## src/design/stfc_pkg.sv

```systemverilog
// Package for the transmit frame configuration block.
// Assumes a single 250 MHz core clock and a plain single-word register port.
package stfc_pkg;

    // ************************************************************
    // Register port
    // ************************************************************
    localparam int unsigned ADDR_W      = 4;
    localparam logic [3:0]  CTRL_OFFSET = 4'h0;
    localparam logic [3:0]  STAT_OFFSET = 4'h4;
    localparam logic [31:0] CTRL_RESET  = 32'h0000_0000;
    localparam logic [31:0] CTRL_WMASK  = 32'hFFFF_7FF0;

    // ************************************************************
    // Control field positions
    // ************************************************************
    localparam int unsigned PHASE_BIT   = 31;
    localparam int unsigned FRLEN2_LSB  = 24;
    localparam int unsigned WDLEN2_LSB  = 21;
    localparam int unsigned COMPAND_LSB = 19;
    localparam int unsigned FIG_BIT     = 18;
    localparam int unsigned DATDLY_LSB  = 16;
    localparam int unsigned FRLEN1_LSB  = 8;
    localparam int unsigned WDLEN1_LSB  = 5;
    localparam int unsigned REV_BIT     = 4;

    // ************************************************************
    // Status field positions
    // ************************************************************
    localparam int unsigned ST_ACTIVE_BIT   = 0;
    localparam int unsigned ST_PHASE2_BIT   = 1;
    localparam int unsigned ST_WORDCNT_LSB  = 2;
    localparam int unsigned ST_UNDERRUN_BIT = 9;

    // ************************************************************
    // Field codes
    // ************************************************************
    localparam logic [2:0] WL_8  = 3'h0;
    localparam logic [2:0] WL_12 = 3'h1;
    localparam logic [2:0] WL_16 = 3'h2;
    localparam logic [2:0] WL_20 = 3'h3;
    localparam logic [2:0] WL_24 = 3'h4;
    localparam logic [2:0] WL_32 = 3'h5;
    localparam logic [1:0] CMP_NONE = 2'h0;
    localparam logic [1:0] CMP_LSB  = 2'h1;
    localparam logic [1:0] CMP_MU   = 2'h2;
    localparam logic [1:0] CMP_A    = 2'h3;
    localparam logic [1:0] DLY_RSVD = 2'h3;
    localparam logic [1:0] DLY_MAX  = 2'h2;

    typedef enum logic [2:0] {
        ST_IDLE  = 3'b001,
        ST_DELAY = 3'b010,
        ST_SHIFT = 3'b100
    } stfc_state_e;

endpackage

```

## src/design/stfc_tx_frame_cfg.sv

```systemverilog
// Transmit frame control register and the frame sequencer it steers.
// Assumes one bit period per core clock, an unsynchronised frame-sync pin,
// and a word source on the same clock.
//
// Behaviour
// - Phase-two length is the field at bits 30-24 plus one, 1 to 128 words.
// - Phase-one length is the field at bits 14-8 plus one, 1 to 128 words.
// - Phase-two word length code at bits 23-21 means 8,12,16,20,24,32 bits; 6 and 7 reserved.
// - Phase-one word length code at bits 7-5 uses the same mapping.
// - Companding code at bits 20-19: 0 plain, 2 mu-law, 3 A-law.
// - Nonzero companding only applies when the word length code is 8 bits.
// - Companding code 1 sends 8-bit words uncompanded, least significant bit first.
// - With bit 18 clear, every later frame sync restarts the transfer.
// - With bit 18 set, later frame syncs are ignored and the frame continues.
// - The first data bit follows frame sync by 0, 1 or 2 bit periods per bits 17-16.
// - Bit 15 and bits 3-0 read as zero and ignore writes.
// - Bit 4 set sends 32-bit words least significant bit first.
`timescale 1ns/10ps
module stfc_tx_frame_cfg (
    input  wire logic                        clock,     // Core clock, 250 MHz
    input  wire logic                        rstn,      // Async reset, active low
    input  wire logic [stfc_pkg::ADDR_W-1:0] reg_addr,  // Register byte address
    input  wire logic [31:0]                 reg_wdata, // Write data
    input  wire logic                        reg_wr,    // Write strobe
    input  wire logic                        reg_rd,    // Read strobe
    output logic      [31:0]                 reg_rdata, // Read data, cycle after strobe
    input  wire logic                        tx_sync_pin, // Frame sync from pin
    input  wire logic [31:0]                 tx_word,   // Next word to send
    input  wire logic                        tx_valid,  // Word available
    output logic                             tx_ready,  // Word taken this cycle
    output logic                             tx_data,   // Serial data bit
    output logic                             tx_active  // Data bit is being driven
);

    // ************************************************************
    // State
    // ************************************************************
    typedef struct packed {
        logic [31:0]           ctrl;
        logic [31:0]           rdata;
        logic                  sync_meta;
        logic                  sync_q;
        logic                  sync_prev;
        stfc_pkg::stfc_state_e state;
        logic                  phase2;
        logic [6:0]            word_cnt;
        logic [5:0]            bit_cnt;
        logic [1:0]            dly_cnt;
        logic [31:0]           shift;
        logic                  underrun;
    } stfc_regs_s;

    stfc_regs_s q;
    stfc_regs_s d;

    // ************************************************************
    // Control fields
    // ************************************************************
    logic       dual;
    logic [6:0] len1;
    logic [6:0] len2;
    logic [2:0] bits1;
    logic [2:0] bits2;
    logic [1:0] cmp;
    logic       fig;
    logic [1:0] dly;
    logic       rev;

    assign dual  = q.ctrl[stfc_pkg::PHASE_BIT];
    assign len2  = q.ctrl[stfc_pkg::FRLEN2_LSB +: 7];
    assign bits2 = q.ctrl[stfc_pkg::WDLEN2_LSB +: 3];
    assign cmp   = q.ctrl[stfc_pkg::COMPAND_LSB +: 2];
    assign fig   = q.ctrl[stfc_pkg::FIG_BIT];
    assign dly   = q.ctrl[stfc_pkg::DATDLY_LSB +: 2];
    assign len1  = q.ctrl[stfc_pkg::FRLEN1_LSB +: 7];
    assign bits1 = q.ctrl[stfc_pkg::WDLEN1_LSB +: 3];
    assign rev   = q.ctrl[stfc_pkg::REV_BIT];

    // ************************************************************
    // Sequencing terms
    // ************************************************************
    logic        fs_rise;
    logic        word_end;
    logic        phase_last;
    logic        frame_end;
    logic        restart;
    logic        load;
    logic        load_ph2;
    logic [31:0] fmt_word;
    logic [5:0]  fmt_last;
    logic [31:0] status;

    assign fs_rise    = q.sync_q & ~q.sync_prev;
    assign word_end   = (q.state == stfc_pkg::ST_SHIFT) && (q.bit_cnt == 6'h00);
    assign phase_last = q.word_cnt == (q.phase2 ? len2 : len1);
    assign frame_end  = word_end && phase_last && (q.phase2 || !dual);
    // A sync outside a frame always starts one; inside, only when not ignored
    assign restart    = fs_rise && ((q.state == stfc_pkg::ST_IDLE) || !fig);
    assign load       = !restart && (((q.state == stfc_pkg::ST_DELAY) && (q.dly_cnt == 2'h0))
                        || (word_end && !frame_end));
    assign load_ph2   = (word_end && phase_last) ? 1'b1 : q.phase2;

    assign tx_ready  = load;
    assign tx_data   = q.shift[31];
    assign tx_active = q.state == stfc_pkg::ST_SHIFT;
    assign reg_rdata = q.rdata;

    assign status = {22'h00_0000, q.underrun, q.word_cnt, q.phase2, tx_active};

    stfc_word_fmt u_fmt (
        .word       (tx_valid ? tx_word : 32'h0000_0000),
        .bits_code  (load_ph2 ? bits2 : bits1),
        .compand    (cmp),
        .reverse    (rev),
        .shift_word (fmt_word),
        .last_bit   (fmt_last)
    );

    // ************************************************************
    // Next state
    // ************************************************************
    always_comb begin
        d = q;
        d.sync_meta = tx_sync_pin;
        d.sync_q    = q.sync_meta;
        d.sync_prev = q.sync_q;
        d.rdata     = 32'h0000_0000;
        if (reg_wr && reg_addr == stfc_pkg::CTRL_OFFSET) begin
            d.ctrl = reg_wdata & stfc_pkg::CTRL_WMASK;
        end
        if (reg_wr && reg_addr == stfc_pkg::STAT_OFFSET
            && reg_wdata[stfc_pkg::ST_UNDERRUN_BIT]) begin
            d.underrun = 1'b0;
        end
        if (reg_rd) begin
            case (reg_addr)
                stfc_pkg::CTRL_OFFSET: d.rdata = q.ctrl;
                stfc_pkg::STAT_OFFSET: d.rdata = status;
                default:               d.rdata = 32'h0000_0000;
            endcase
        end
        if (restart) begin
            d.state    = stfc_pkg::ST_DELAY;
            d.phase2   = 1'b0;
            d.word_cnt = 7'h00;
            // Reserved delay code is clamped to the longest legal delay
            d.dly_cnt  = (dly == stfc_pkg::DLY_RSVD) ? stfc_pkg::DLY_MAX : dly;
        end else begin
            case (q.state)
                stfc_pkg::ST_IDLE: begin
                    d.state = stfc_pkg::ST_IDLE;
                end
                stfc_pkg::ST_DELAY: begin
                    if (q.dly_cnt != 2'h0) begin
                        d.dly_cnt = q.dly_cnt - 2'h1;
                    end
                end
                stfc_pkg::ST_SHIFT: begin
                    d.shift   = {q.shift[30:0], 1'b0};
                    d.bit_cnt = q.bit_cnt - 6'h01;
                    if (frame_end) begin
                        d.state = stfc_pkg::ST_IDLE;
                    end else if (word_end) begin
                        if (phase_last) begin
                            d.phase2   = 1'b1;
                            d.word_cnt = 7'h00;
                        end else begin
                            d.word_cnt = q.word_cnt + 7'h01;
                        end
                    end
                end
                default: begin
                    d.state = stfc_pkg::ST_IDLE;
                end
            endcase
        end
        if (load) begin
            d.state   = stfc_pkg::ST_SHIFT;
            d.shift   = fmt_word;
            d.bit_cnt = fmt_last;
            // Set after the clear so a same-cycle underrun is never lost
            if (!tx_valid) begin
                d.underrun = 1'b1;
            end
        end
    end

    always_ff @(posedge clock or negedge rstn) begin
        if (!rstn) begin
            q       <= '0;
            q.ctrl  <= stfc_pkg::CTRL_RESET;
            q.state <= stfc_pkg::ST_IDLE;
        end else begin
            q <= d;
        end
    end

    logic plain_load;
    assign plain_load = load && tx_valid && (cmp == stfc_pkg::CMP_NONE) && !rev;

    // Reversed copy of the low byte, for the LSB-first byte check
    logic [7:0] low_byte_rev;
    assign low_byte_rev = {tx_word[0], tx_word[1], tx_word[2], tx_word[3],
                           tx_word[4], tx_word[5], tx_word[6], tx_word[7]};
endmodule

```

## src/design/stfc_word_fmt.sv

```systemverilog
// Transmit word formatter: orders, compands and left-justifies one word.
// Assumes the caller shifts bit 31 of the result out first.
`timescale 1ns/10ps
module stfc_word_fmt (
    input  wire logic [31:0] word,      // Raw word from the source
    input  wire logic [2:0]  bits_code, // Word length code of the phase
    input  wire logic [1:0]  compand,   // Companding selection
    input  wire logic        reverse,   // Full 32-bit reversal
    output logic      [31:0] shift_word, // Left-justified result
    output logic      [5:0]  last_bit    // Word length minus one
);

    localparam logic [15:0] MU_CLIP = 16'h1FDE;
    localparam logic [15:0] MU_BIAS = 16'h0021;
    localparam logic [15:0] A_CLIP  = 16'h0FFF;
    localparam logic [7:0]  A_XOR   = 8'h55;

    // ************************************************************
    // Helpers
    // ************************************************************
    // Reserved codes fall back to 8 bits so the frame still advances
    function automatic logic [5:0] word_last(input logic [2:0] code);
        case (code)
            stfc_pkg::WL_8:  word_last = 6'h07;
            stfc_pkg::WL_12: word_last = 6'h0B;
            stfc_pkg::WL_16: word_last = 6'h0F;
            stfc_pkg::WL_20: word_last = 6'h13;
            stfc_pkg::WL_24: word_last = 6'h17;
            stfc_pkg::WL_32: word_last = 6'h1F;
            default:         word_last = 6'h07;
        endcase
    endfunction

    function automatic logic [15:0] magnitude(input logic [15:0] x);
        magnitude = x[15] ? (~x + 16'h0001) : x;
    endfunction

    function automatic logic [7:0] mu_law(input logic [15:0] x);
        logic [15:0] m;
        logic [2:0]  seg;
        m = magnitude(x) >> 2;
        if (m > MU_CLIP) begin
            m = MU_CLIP;
        end
        m = m + MU_BIAS;
        seg = 3'h0;
        for (int i = 1; i < 8; i++) begin
            if (m[i+5]) begin
                seg = i[2:0];
            end
        end
        mu_law = ~{x[15], seg, m[seg+1 +: 4]};
    endfunction

    function automatic logic [7:0] a_law(input logic [15:0] x);
        logic [15:0] m;
        logic [2:0]  seg;
        m = magnitude(x) >> 3;
        if (m > A_CLIP) begin
            m = A_CLIP;
        end
        seg = 3'h0;
        for (int i = 1; i < 8; i++) begin
            if (m[i+4]) begin
                seg = i[2:0];
            end
        end
        // Mantissa sits just below the segment's leading one
        a_law = {~x[15], seg, (seg == 3'h0) ? m[4:1] : m[seg +: 4]} ^ A_XOR;
    endfunction

    // ************************************************************
    // Bit-reversed copy
    // ************************************************************
    logic [31:0] rev_word;
    genvar g;
    generate
        for (g = 0; g < 32; g++) begin : g_rev
            assign rev_word[g] = word[31-g];
        end
    endgenerate

    // ************************************************************
    // Selection
    // ************************************************************
    always_comb begin
        last_bit = word_last(bits_code);
        // Companding only exists for 8-bit words; otherwise it is ignored
        if (bits_code == stfc_pkg::WL_8 && compand == stfc_pkg::CMP_MU) begin
            shift_word = {mu_law(word[15:0]), 24'h00_0000};
        end else if (bits_code == stfc_pkg::WL_8 && compand == stfc_pkg::CMP_A) begin
            shift_word = {a_law(word[15:0]), 24'h00_0000};
        end else if (bits_code == stfc_pkg::WL_8 && compand == stfc_pkg::CMP_LSB) begin
            shift_word = {rev_word[31:24], 24'h00_0000};
        end else if (reverse) begin
            shift_word = rev_word;
        end else begin
            shift_word = word << (6'h1F - last_bit);
        end
    end

endmodule

```

## config.mk

```make
export PLATFORM = sky130hd
export DESIGN_NAME = stfc_tx_frame_cfg
export DESIGN_NICKNAME = d
export VERILOG_FILES = /design/src/design/stfc_pkg.sv /design/src/design/stfc_tx_frame_cfg.sv /design/src/design/stfc_word_fmt.sv
export SDC_FILE = /design/constraint.sdc
export NUM_CORES = 1
export LEC_CHECK = 0
export ABC_AREA = 1
export BUFFER_PORTS_ARGS = -buffer_cell sky130_fd_sc_hd__buf_2
export CORE_MARGIN = 3
export CORE_UTILIZATION = 46
export CTS_BUF_LIST = sky130_fd_sc_hd__clkbuf_8 sky130_fd_sc_hd__clkbuf_16
export DETAILED_ROUTE_END_ITERATION = 8
export MAX_ROUTING_LAYER = met4
export PLACE_DENSITY_LB_ADDON = 0.12
export RECOVER_POWER = 25
export SETUP_SLACK_MARGIN = 0.3
export SLEW_MARGIN = 20
export SYNTH_ARGS = -nofsm -noshare
export SYNTH_HDL_FRONTEND = slang
export SYNTH_SLANG_ARGS = --single-unit
```

## constraint.sdc

```tcl
create_clock -name clock -period 5.31 [get_ports clock]
set_input_delay 0.7965 -clock clock [delete_from_list [all_inputs] [get_ports clock]]
set_output_delay 0.7965 -clock clock [all_outputs]
set_load 0.01 [all_outputs]
```

### After elaboration in Yosys (flattened, before gate mapping)

Cells that the tools add are included.

| operators by class | value |
|---|---|
| add/subtract/negate cells | 7 |
| magnitude comparators | 2 |
| equal/unequal tests | 18 |
| shift operators | 3 |
| mux-type cells | 55 |
| bitwise operators | 6 |
| reduce and logical (&&, ||, !) cells | 37 |

Operator list:

| cell | number |
|---|---|
| $mux 32 | 8 |
| $mux 16 | 4 |
| $pmux 32 s2 | 1 |
| $mux 3 | 14 |
| $mux 33 | 1 |
| $shiftx 16x33->4 | 1 |
| $shl 32x6->32 | 1 |
| $mux 14 | 2 |
| $pmux 5 s5 | 1 |
| $add 16x1->16 const B | 1 |
| $add 16x6->16 const B | 1 |
| $mux 2 | 8 |
| $mux 8 | 2 |
| $not 16->16 | 1 |
| $shiftx 16x4->4 | 1 |
| $gt 14x13->1 const B | 1 |
| $mux 7 | 2 |
| $reduce_bool 2->1 | 7 |
| $gt 13x12->1 const B | 1 |
| $logic_and 1x1->1 | 13 |
| $mux 13 | 1 |
| $mux 6 | 2 |
| $mux 11 | 1 |
| $eq 3x2->1 const B | 3 |
| other kinds (31) | 50 |

| word-level totals | value |
|---|---|
| register bits | 114 |
| input port bits | 74 |
| output and inout port bits | 35 |

### Depth between registers and ports, before layout

| logic depth | value |
|---|---|
| depth in word-level cells | 24 |
| mapped depth | 32 |

### By module

From an unflattened synthesis, not the netlist that was laid out.

| second synthesis, totals | value |
|---|---|
| cells, all modules | 1329 |
| area, all modules | 8653.3 um2 |

By module, submodules not included:

| module | instances | cells an instance | area an instance (um2) | sequential area each (um2) |
|---|---|---|---|---|
| stfc_tx_frame_cfg | 1 | 733 | 5711.7 | 2829.0 |
| stfc_word_fmt | 1 | 596 | 2941.6 | 0.0 |

### Worst setup path after synthesis

OpenSTA, ideal clock, no wires.

| path | value |
|---|---|
| path type | input to register |
| from | input port tx_valid |
| to | register q[27] (netlist bit) |
| arrival time | 3.426 ns |
| data required time | 5.194 ns |
| path slack | 1.768 ns |
| stages | 29 |
| path through | buf_6 > nand2_2 > nand2_1 > nor2_2 > nand3b_2 > nand3_1 > nand3_2 > nor2_4 > nand3_4 > and2_1 > nand2_1 > ha_1 > nand3_2 > nand2_4 > nand2_1 > nand2_1 > nand2_1 > nand2_1 > nand2_1 > nand2_4 > nand2_8 > nand2_2 > nand2_1 > nand2_1 > nand2_1 > nand2_1 > nand3_1 > nand2_1 > nand2_1 |

| between the ends | value |
|---|---|
| longest elaborated chain between the ends | 23 |

Ends and longest elaborated chain:

| item | line | RTL |
|---|---|---|
| from (decl) | stfc_tx_frame_cfg.sv:29 | `input wire logic tx_valid,` |
| $mux 32 (*) | stfc_tx_frame_cfg.sv:111 | `.word (tx_valid ? tx_word : 32'h0000_0000),` |
| parallel branches: the longest is 20 deep, another holds $add 16x1->16 | -- |  |
| $mux 32 (*) | stfc_word_fmt.sv:89 | `if (bits_code == stfc_pkg::WL_8 && compand == stfc_pkg::CMP_MU) begin` |
| $mux 33 (*) | stfc_tx_frame_cfg.sv:177 | `if (load) begin` |
| to (decl) | stfc_tx_frame_cfg.sv:53 | `stfc_regs_s q;` |

Mark *: on every way between the ends. The select of a mux whose other input is x is not followed.
A chain may end at the register's enable or synchronous reset.

### Final worst setup path

| path | value |
|---|---|
| from | register q[48] (netlist bit) |
| to | register q[29] (netlist bit) |

| between the ends | value |
|---|---|
| longest elaborated chain between the ends | 14 |

Ends and longest elaborated chain:

| item | line | RTL |
|---|---|---|
| $mux 7 | stfc_tx_frame_cfg.sv:95 | `assign phase_last = q.word_cnt == (q.phase2 ? len2 : len1);` |
| $eq 7x7->1 | stfc_tx_frame_cfg.sv:95 |  |
| $logic_and 1x1->1 | stfc_tx_frame_cfg.sv:96, stfc_tx_frame_cfg.sv:101 |  |
| $mux 1 | stfc_tx_frame_cfg.sv:101 | `assign load_ph2 = (word_end && phase_last) ? 1'b1 : q.phase2;` |
| $mux 3 | stfc_tx_frame_cfg.sv:112 | `.bits_code (load_ph2 ? bits2 : bits1),` |
| $eq 3x3->1, or another cell as far along | stfc_word_fmt.sv:23 | `case (code)` |
| $pmux 5 s5 | stfc_word_fmt.sv:23 |  |
| $sub 5x5->6 | stfc_word_fmt.sv:98 | `shift_word = word << (6'h1F - last_bit);` |
| $shl 32x6->32 | stfc_word_fmt.sv:98 |  |
| $mux 32 | stfc_word_fmt.sv:95 | `end else if (reverse) begin` |
| $mux 32 | stfc_word_fmt.sv:93 | `end else if (bits_code == stfc_pkg::WL_8 && compand == stfc_pkg::CMP_LSB) begin` |
| $mux 32 | stfc_word_fmt.sv:91 | `end else if (bits_code == stfc_pkg::WL_8 && compand == stfc_pkg::CMP_A) begin` |
| $mux 32 | stfc_word_fmt.sv:89 |  |
| $mux 33 | stfc_tx_frame_cfg.sv:177 |  |

Several ways; a longest one is shown, not always the timed one.

==> flow_summary.yaml <==
global_route:
  gr-total-overflow: 0
  grt_max_degree: 69
  grt_pass1_wl_um: 37100
  grt_usage_pct: 25.6
  antenna_found_initial: 0
  grt_pass1_vias: 7165
logic_synthesis:
  ys_types: 53
  yosys_warnings: 0
  synth_edf_count: 0
  ys.flop_type: "dfrtp_1"
  muxShareOfSynthArea_pct: 1.41
  synth_compound_area_share_pct: 17.8
  postSynthCellCount: 1142
  synth_area_per_cell_um2: 6.98
  synthAdderAreaFrac_pct: 0.628
  syn_area_um2: 7970
  synth_fp_nets: 1220
  async_reset_ff_share_pct: 100
  synth-xor-area-share_pct: 1.43
  ys_seq_area_share_pct: 35.5
  synth_simple_gate_area_share_pct: 32.2
  ys_ff_latch: 113
  synth_top_family_by_area: "simple AND/OR/NAND/NOR gates"
worst_setup_path:
  r2r-start: "q[48]"
  criticalPathCategory: "flop to flop"
  crit_path_start: "q[48]"
  cp.required_ns: 5.63
  worstPathMaxFanout: 15
  cp-end-kind: "flop"
  cp-start-kind: "flop"
  cp.arrival_ns: 4.35
placed_design:
  finalWeightedCongestion: 0.973
  place_inst: 1397
  placed_cell_area_um2: 8380
  hpwl_um: 16700
  io_buffers: 102
power:
  share_comb_of_total_power_pct: 30.8
  p_seq_share_pct: 33.2
  internal-power_mw: 2.35
  p_sw_share_pct: 34.3
  clkPwrFrac_pct: 36.0
  powerDensity_nw_per_um2: 396
  p_switching_mw: 1.23
  power.leakage_nw: 4.58
  worst_ir_drop_vdd_v: 0.000280
clocking:
  postCtsSetupRepairBufs: 0
  ctsRootBufferMaster: "clkbuf_16"
  clk_pin_slew_worst_paths_ns: 0.05
  cts_sinks: 113
  cts_tree: "yes"
  cts_max_path_buffers: 2
  cts_resized: 0
  insertion_delay_ns: 0.41
  numCtsBuffers: 17
  ctsHoldBuffers: 0
  cts_max_level: 4
sta:
  finalCriticalPeriod_ns: 4.02
  fmax_ghz: 0.249
  rsz0062_at_grt: "false"
  drv_slew: 69
  skew_ns: 0.0108
  hold_ws_ns: 0.348
  setup_viol: 0
  finalCritPeriodShare_pct: 75.8
  max_slew_margin_pct: -140
  setup_tns_ns: 0
  finalHoldViolCount: 0
  worstMarginPinSlew_ns: 3.60
die:
  initial_core_util_pct: 47.5
  die-height_um: 138
  io_pins: 109
  core-area_um2: 16800
  die_w_um: 138
  fp-row-count: 47
  dieArea_um2: 18900
hold_path:
  holdCritStartpoint: "d[53]"
  hp-class: "flop to flop"
route:
  drt_iter0_markers: 790
  vias: 7876
  drt-pass1-iter-count: 7
  wl_per_cell_um: 16.0
  routed_via_density: 5.51
  wl_um: 22800
  drc: 0
  detail-route-antenna-nets: 0
cells_and_area:
  n_antenna_cell: 0
  nNetsFinal: 1274
  final_util_pct: 54.0
  final_cell_area_um2: 9040
  fillers: 1683
  layout-drive-gt1-share_pct: 18.1
  area.growth.synth_to_final_pct: 13.5
  final_cells: 1429
status:
  status: "finished with violations"
  violations: "max-capacitance violations, max-slew violations"
job:
  cap_viol_max_count: 1
final cells by class:
| cell class | instances | area [um2] | area share, % |
|---|---|---|---|
| sequential | 113 | 2830 | 31.3 |
| multi-input combinational | 841 | 4260 | 47.1 |
| inverter | 109 | 410 | 4.54 |
| timing repair buffer | 114 | 599 | 6.63 |
| tap | 220 | 275 | 3.04 |
| clock inverter | 13 | 216 | 2.39 |
| clock buffer | 19 | 453 | 5.01 |
per-stage QoR:
step,power (mW),worst slack (ns)
floorplan,1.99,1.77
global placement,2.26,0.938
detailed placement,2.28,0.907
CTS,3.57,1.34
global route,3.82,0.860
finish,3.58,1.29
cells in the mapped netlist, types with 2 or more instances:
master / n / area share, %
nand2_1: 294 / 14
dfrtp_1: 112 / 35
inv_1: 97 / 4.6
o21ai_0: 95 / 6.0
nor2_1: 91 / 4.3
nand3_1: 88 / 5.5
a21oi_1: 62 / 3.9
buf_4: 34 / 3.2
nor3_1: 27 / 1.7
clkbuf_1: 26 / 1.2
nand2_2: 19 / 1.5
o211ai_1: 19 / 1.8
o22ai_1: 19 / 1.5
a22oi_1: 17 / 1.6
buf_2: 16 / 1.0
o21ai_1: 16 / 1.0
xor2_1: 12 / 1.3
inv_2: 11 / 0.52
mux2_2: 10 / 1.4
nor2_2: 8 / 0.63
nand4_1: 7 / 0.55
nor2_4: 6 / 0.85
nand2_4: 5 / 0.71
nand3_2: 5 / 0.63
a31oi_1: 4 / 0.31
ha_1: 4 / 0.63
buf_6: 3 / 0.42
nor3b_1: 3 / 0.28
a211oi_1: 2 / 0.19
a221oi_1: 2 / 0.22
and2_1: 2 / 0.16
nand3_4: 2 / 0.44
o21ai_2: 2 / 0.22
o221ai_1: 2 / 0.22
o31ai_1: 2 / 0.19
worst max-delay path, cell delays in order (launching register included):
cell	delay [ns]
dfrtp_1	0.65
nand2_1	0.21
o21ai_0	0.15
xor2_1	0.09
nor3_1	0.19
nand4_1	0.13
or2_1	0.25
nand2_2	0.14
nand2_1	0.07
o21ai_1	0.14
inv_1	0.14
o21ai_2	0.59
inv_2	0.25
a21oi_1	0.17
nand2_1	0.07
o21ai_0	0.09
o21ai_0	0.20
nand2_1	0.13
o211ai_1	0.10
a21oi_1	0.18
cell families (layout without fill, tap and decap cells):
kind of cell | after synthesis | count (layout)
AO/OA/AOI/OAI | 247 | 247
XOR/XNOR | 13 | 13
adder cells (fa/ha/maj) | 4 | 4
buffers and inverters | 188 | 255
flip-flops | 113 | 113
multiplexers | 10 | 10
other | 1 | 1
AND/OR/NAND/NOR | 566 | 566
metal layers:
metal / vias up / GRT usage, % / part of all wire (%)
met4: 0 / 6.76 / 1.1
met5: - / - / 0
met3: 19 / 3.36 / 5.6
met2: 255 / 37.3 / 45
li1: 3880 / - / -
met1: 3722 / 37.5 / 48
state kept, by name (all words and copies together), names as in the netlist:
| register | flops |
|---|---|
| dual | 1 |
| d | 2 |
| cmp | 2 |
| bits2 | 3 |
| reg_rdata | 31 |
| fig | 1 |
| dly | 2 |
| len1 | 7 |
| len2 | 7 |
| tx_data | 1 |
| q | 53 |
| bits1 | 3 |
power groups by stage:
stage               Clock (mW)  Sequential (mW)  Combinational (mW)
finish                    1.29             1.19                1.10
global route              1.34             1.22                1.26
CTS                       1.30             1.19                1.09
detailed placement           0             1.20                1.08
global placement             0             1.19                1.07
floorplan                    0             1.16               0.829
cells in the final DEF, fill, tap and decap left out, types with 4 or more instances in the layout:
cell type / n
dfrtp_1: 112
a22oi_1: 17
o21ai_0: 95
nand2_1: 294
nand3_1: 88
buf_2: 101
nand2_2: 19
a31oi_1: 4
buf_4: 12
nor2_4: 6
nand2_4: 5
clkbuf_16: 17
o22ai_1: 19
inv_2: 11
a21oi_1: 62
nor2_2: 8
nor3_1: 27
inv_1: 100
o21ai_1: 16
nand3_2: 5
ha_1: 4
o211ai_1: 19
bufinv_16: 6
mux2_2: 10
nor2_1: 91
nand4_1: 7
xor2_1: 12
final timing paths:
check | slack (ns) | depth (start not counted) | to
max | 1.29 | 19 | q[29]
min | 0.35 | 0 | d[52]
min reg2reg | 0.35 | 0 | d[52]
min in group asynchronous | 1.62 | 1 | reg_rdata[26]
max reg2reg | 1.29 | 19 | q[29]
max in group asynchronous | 1.64 | 2 | q[46]
Power figures use the tool's default switching activity.
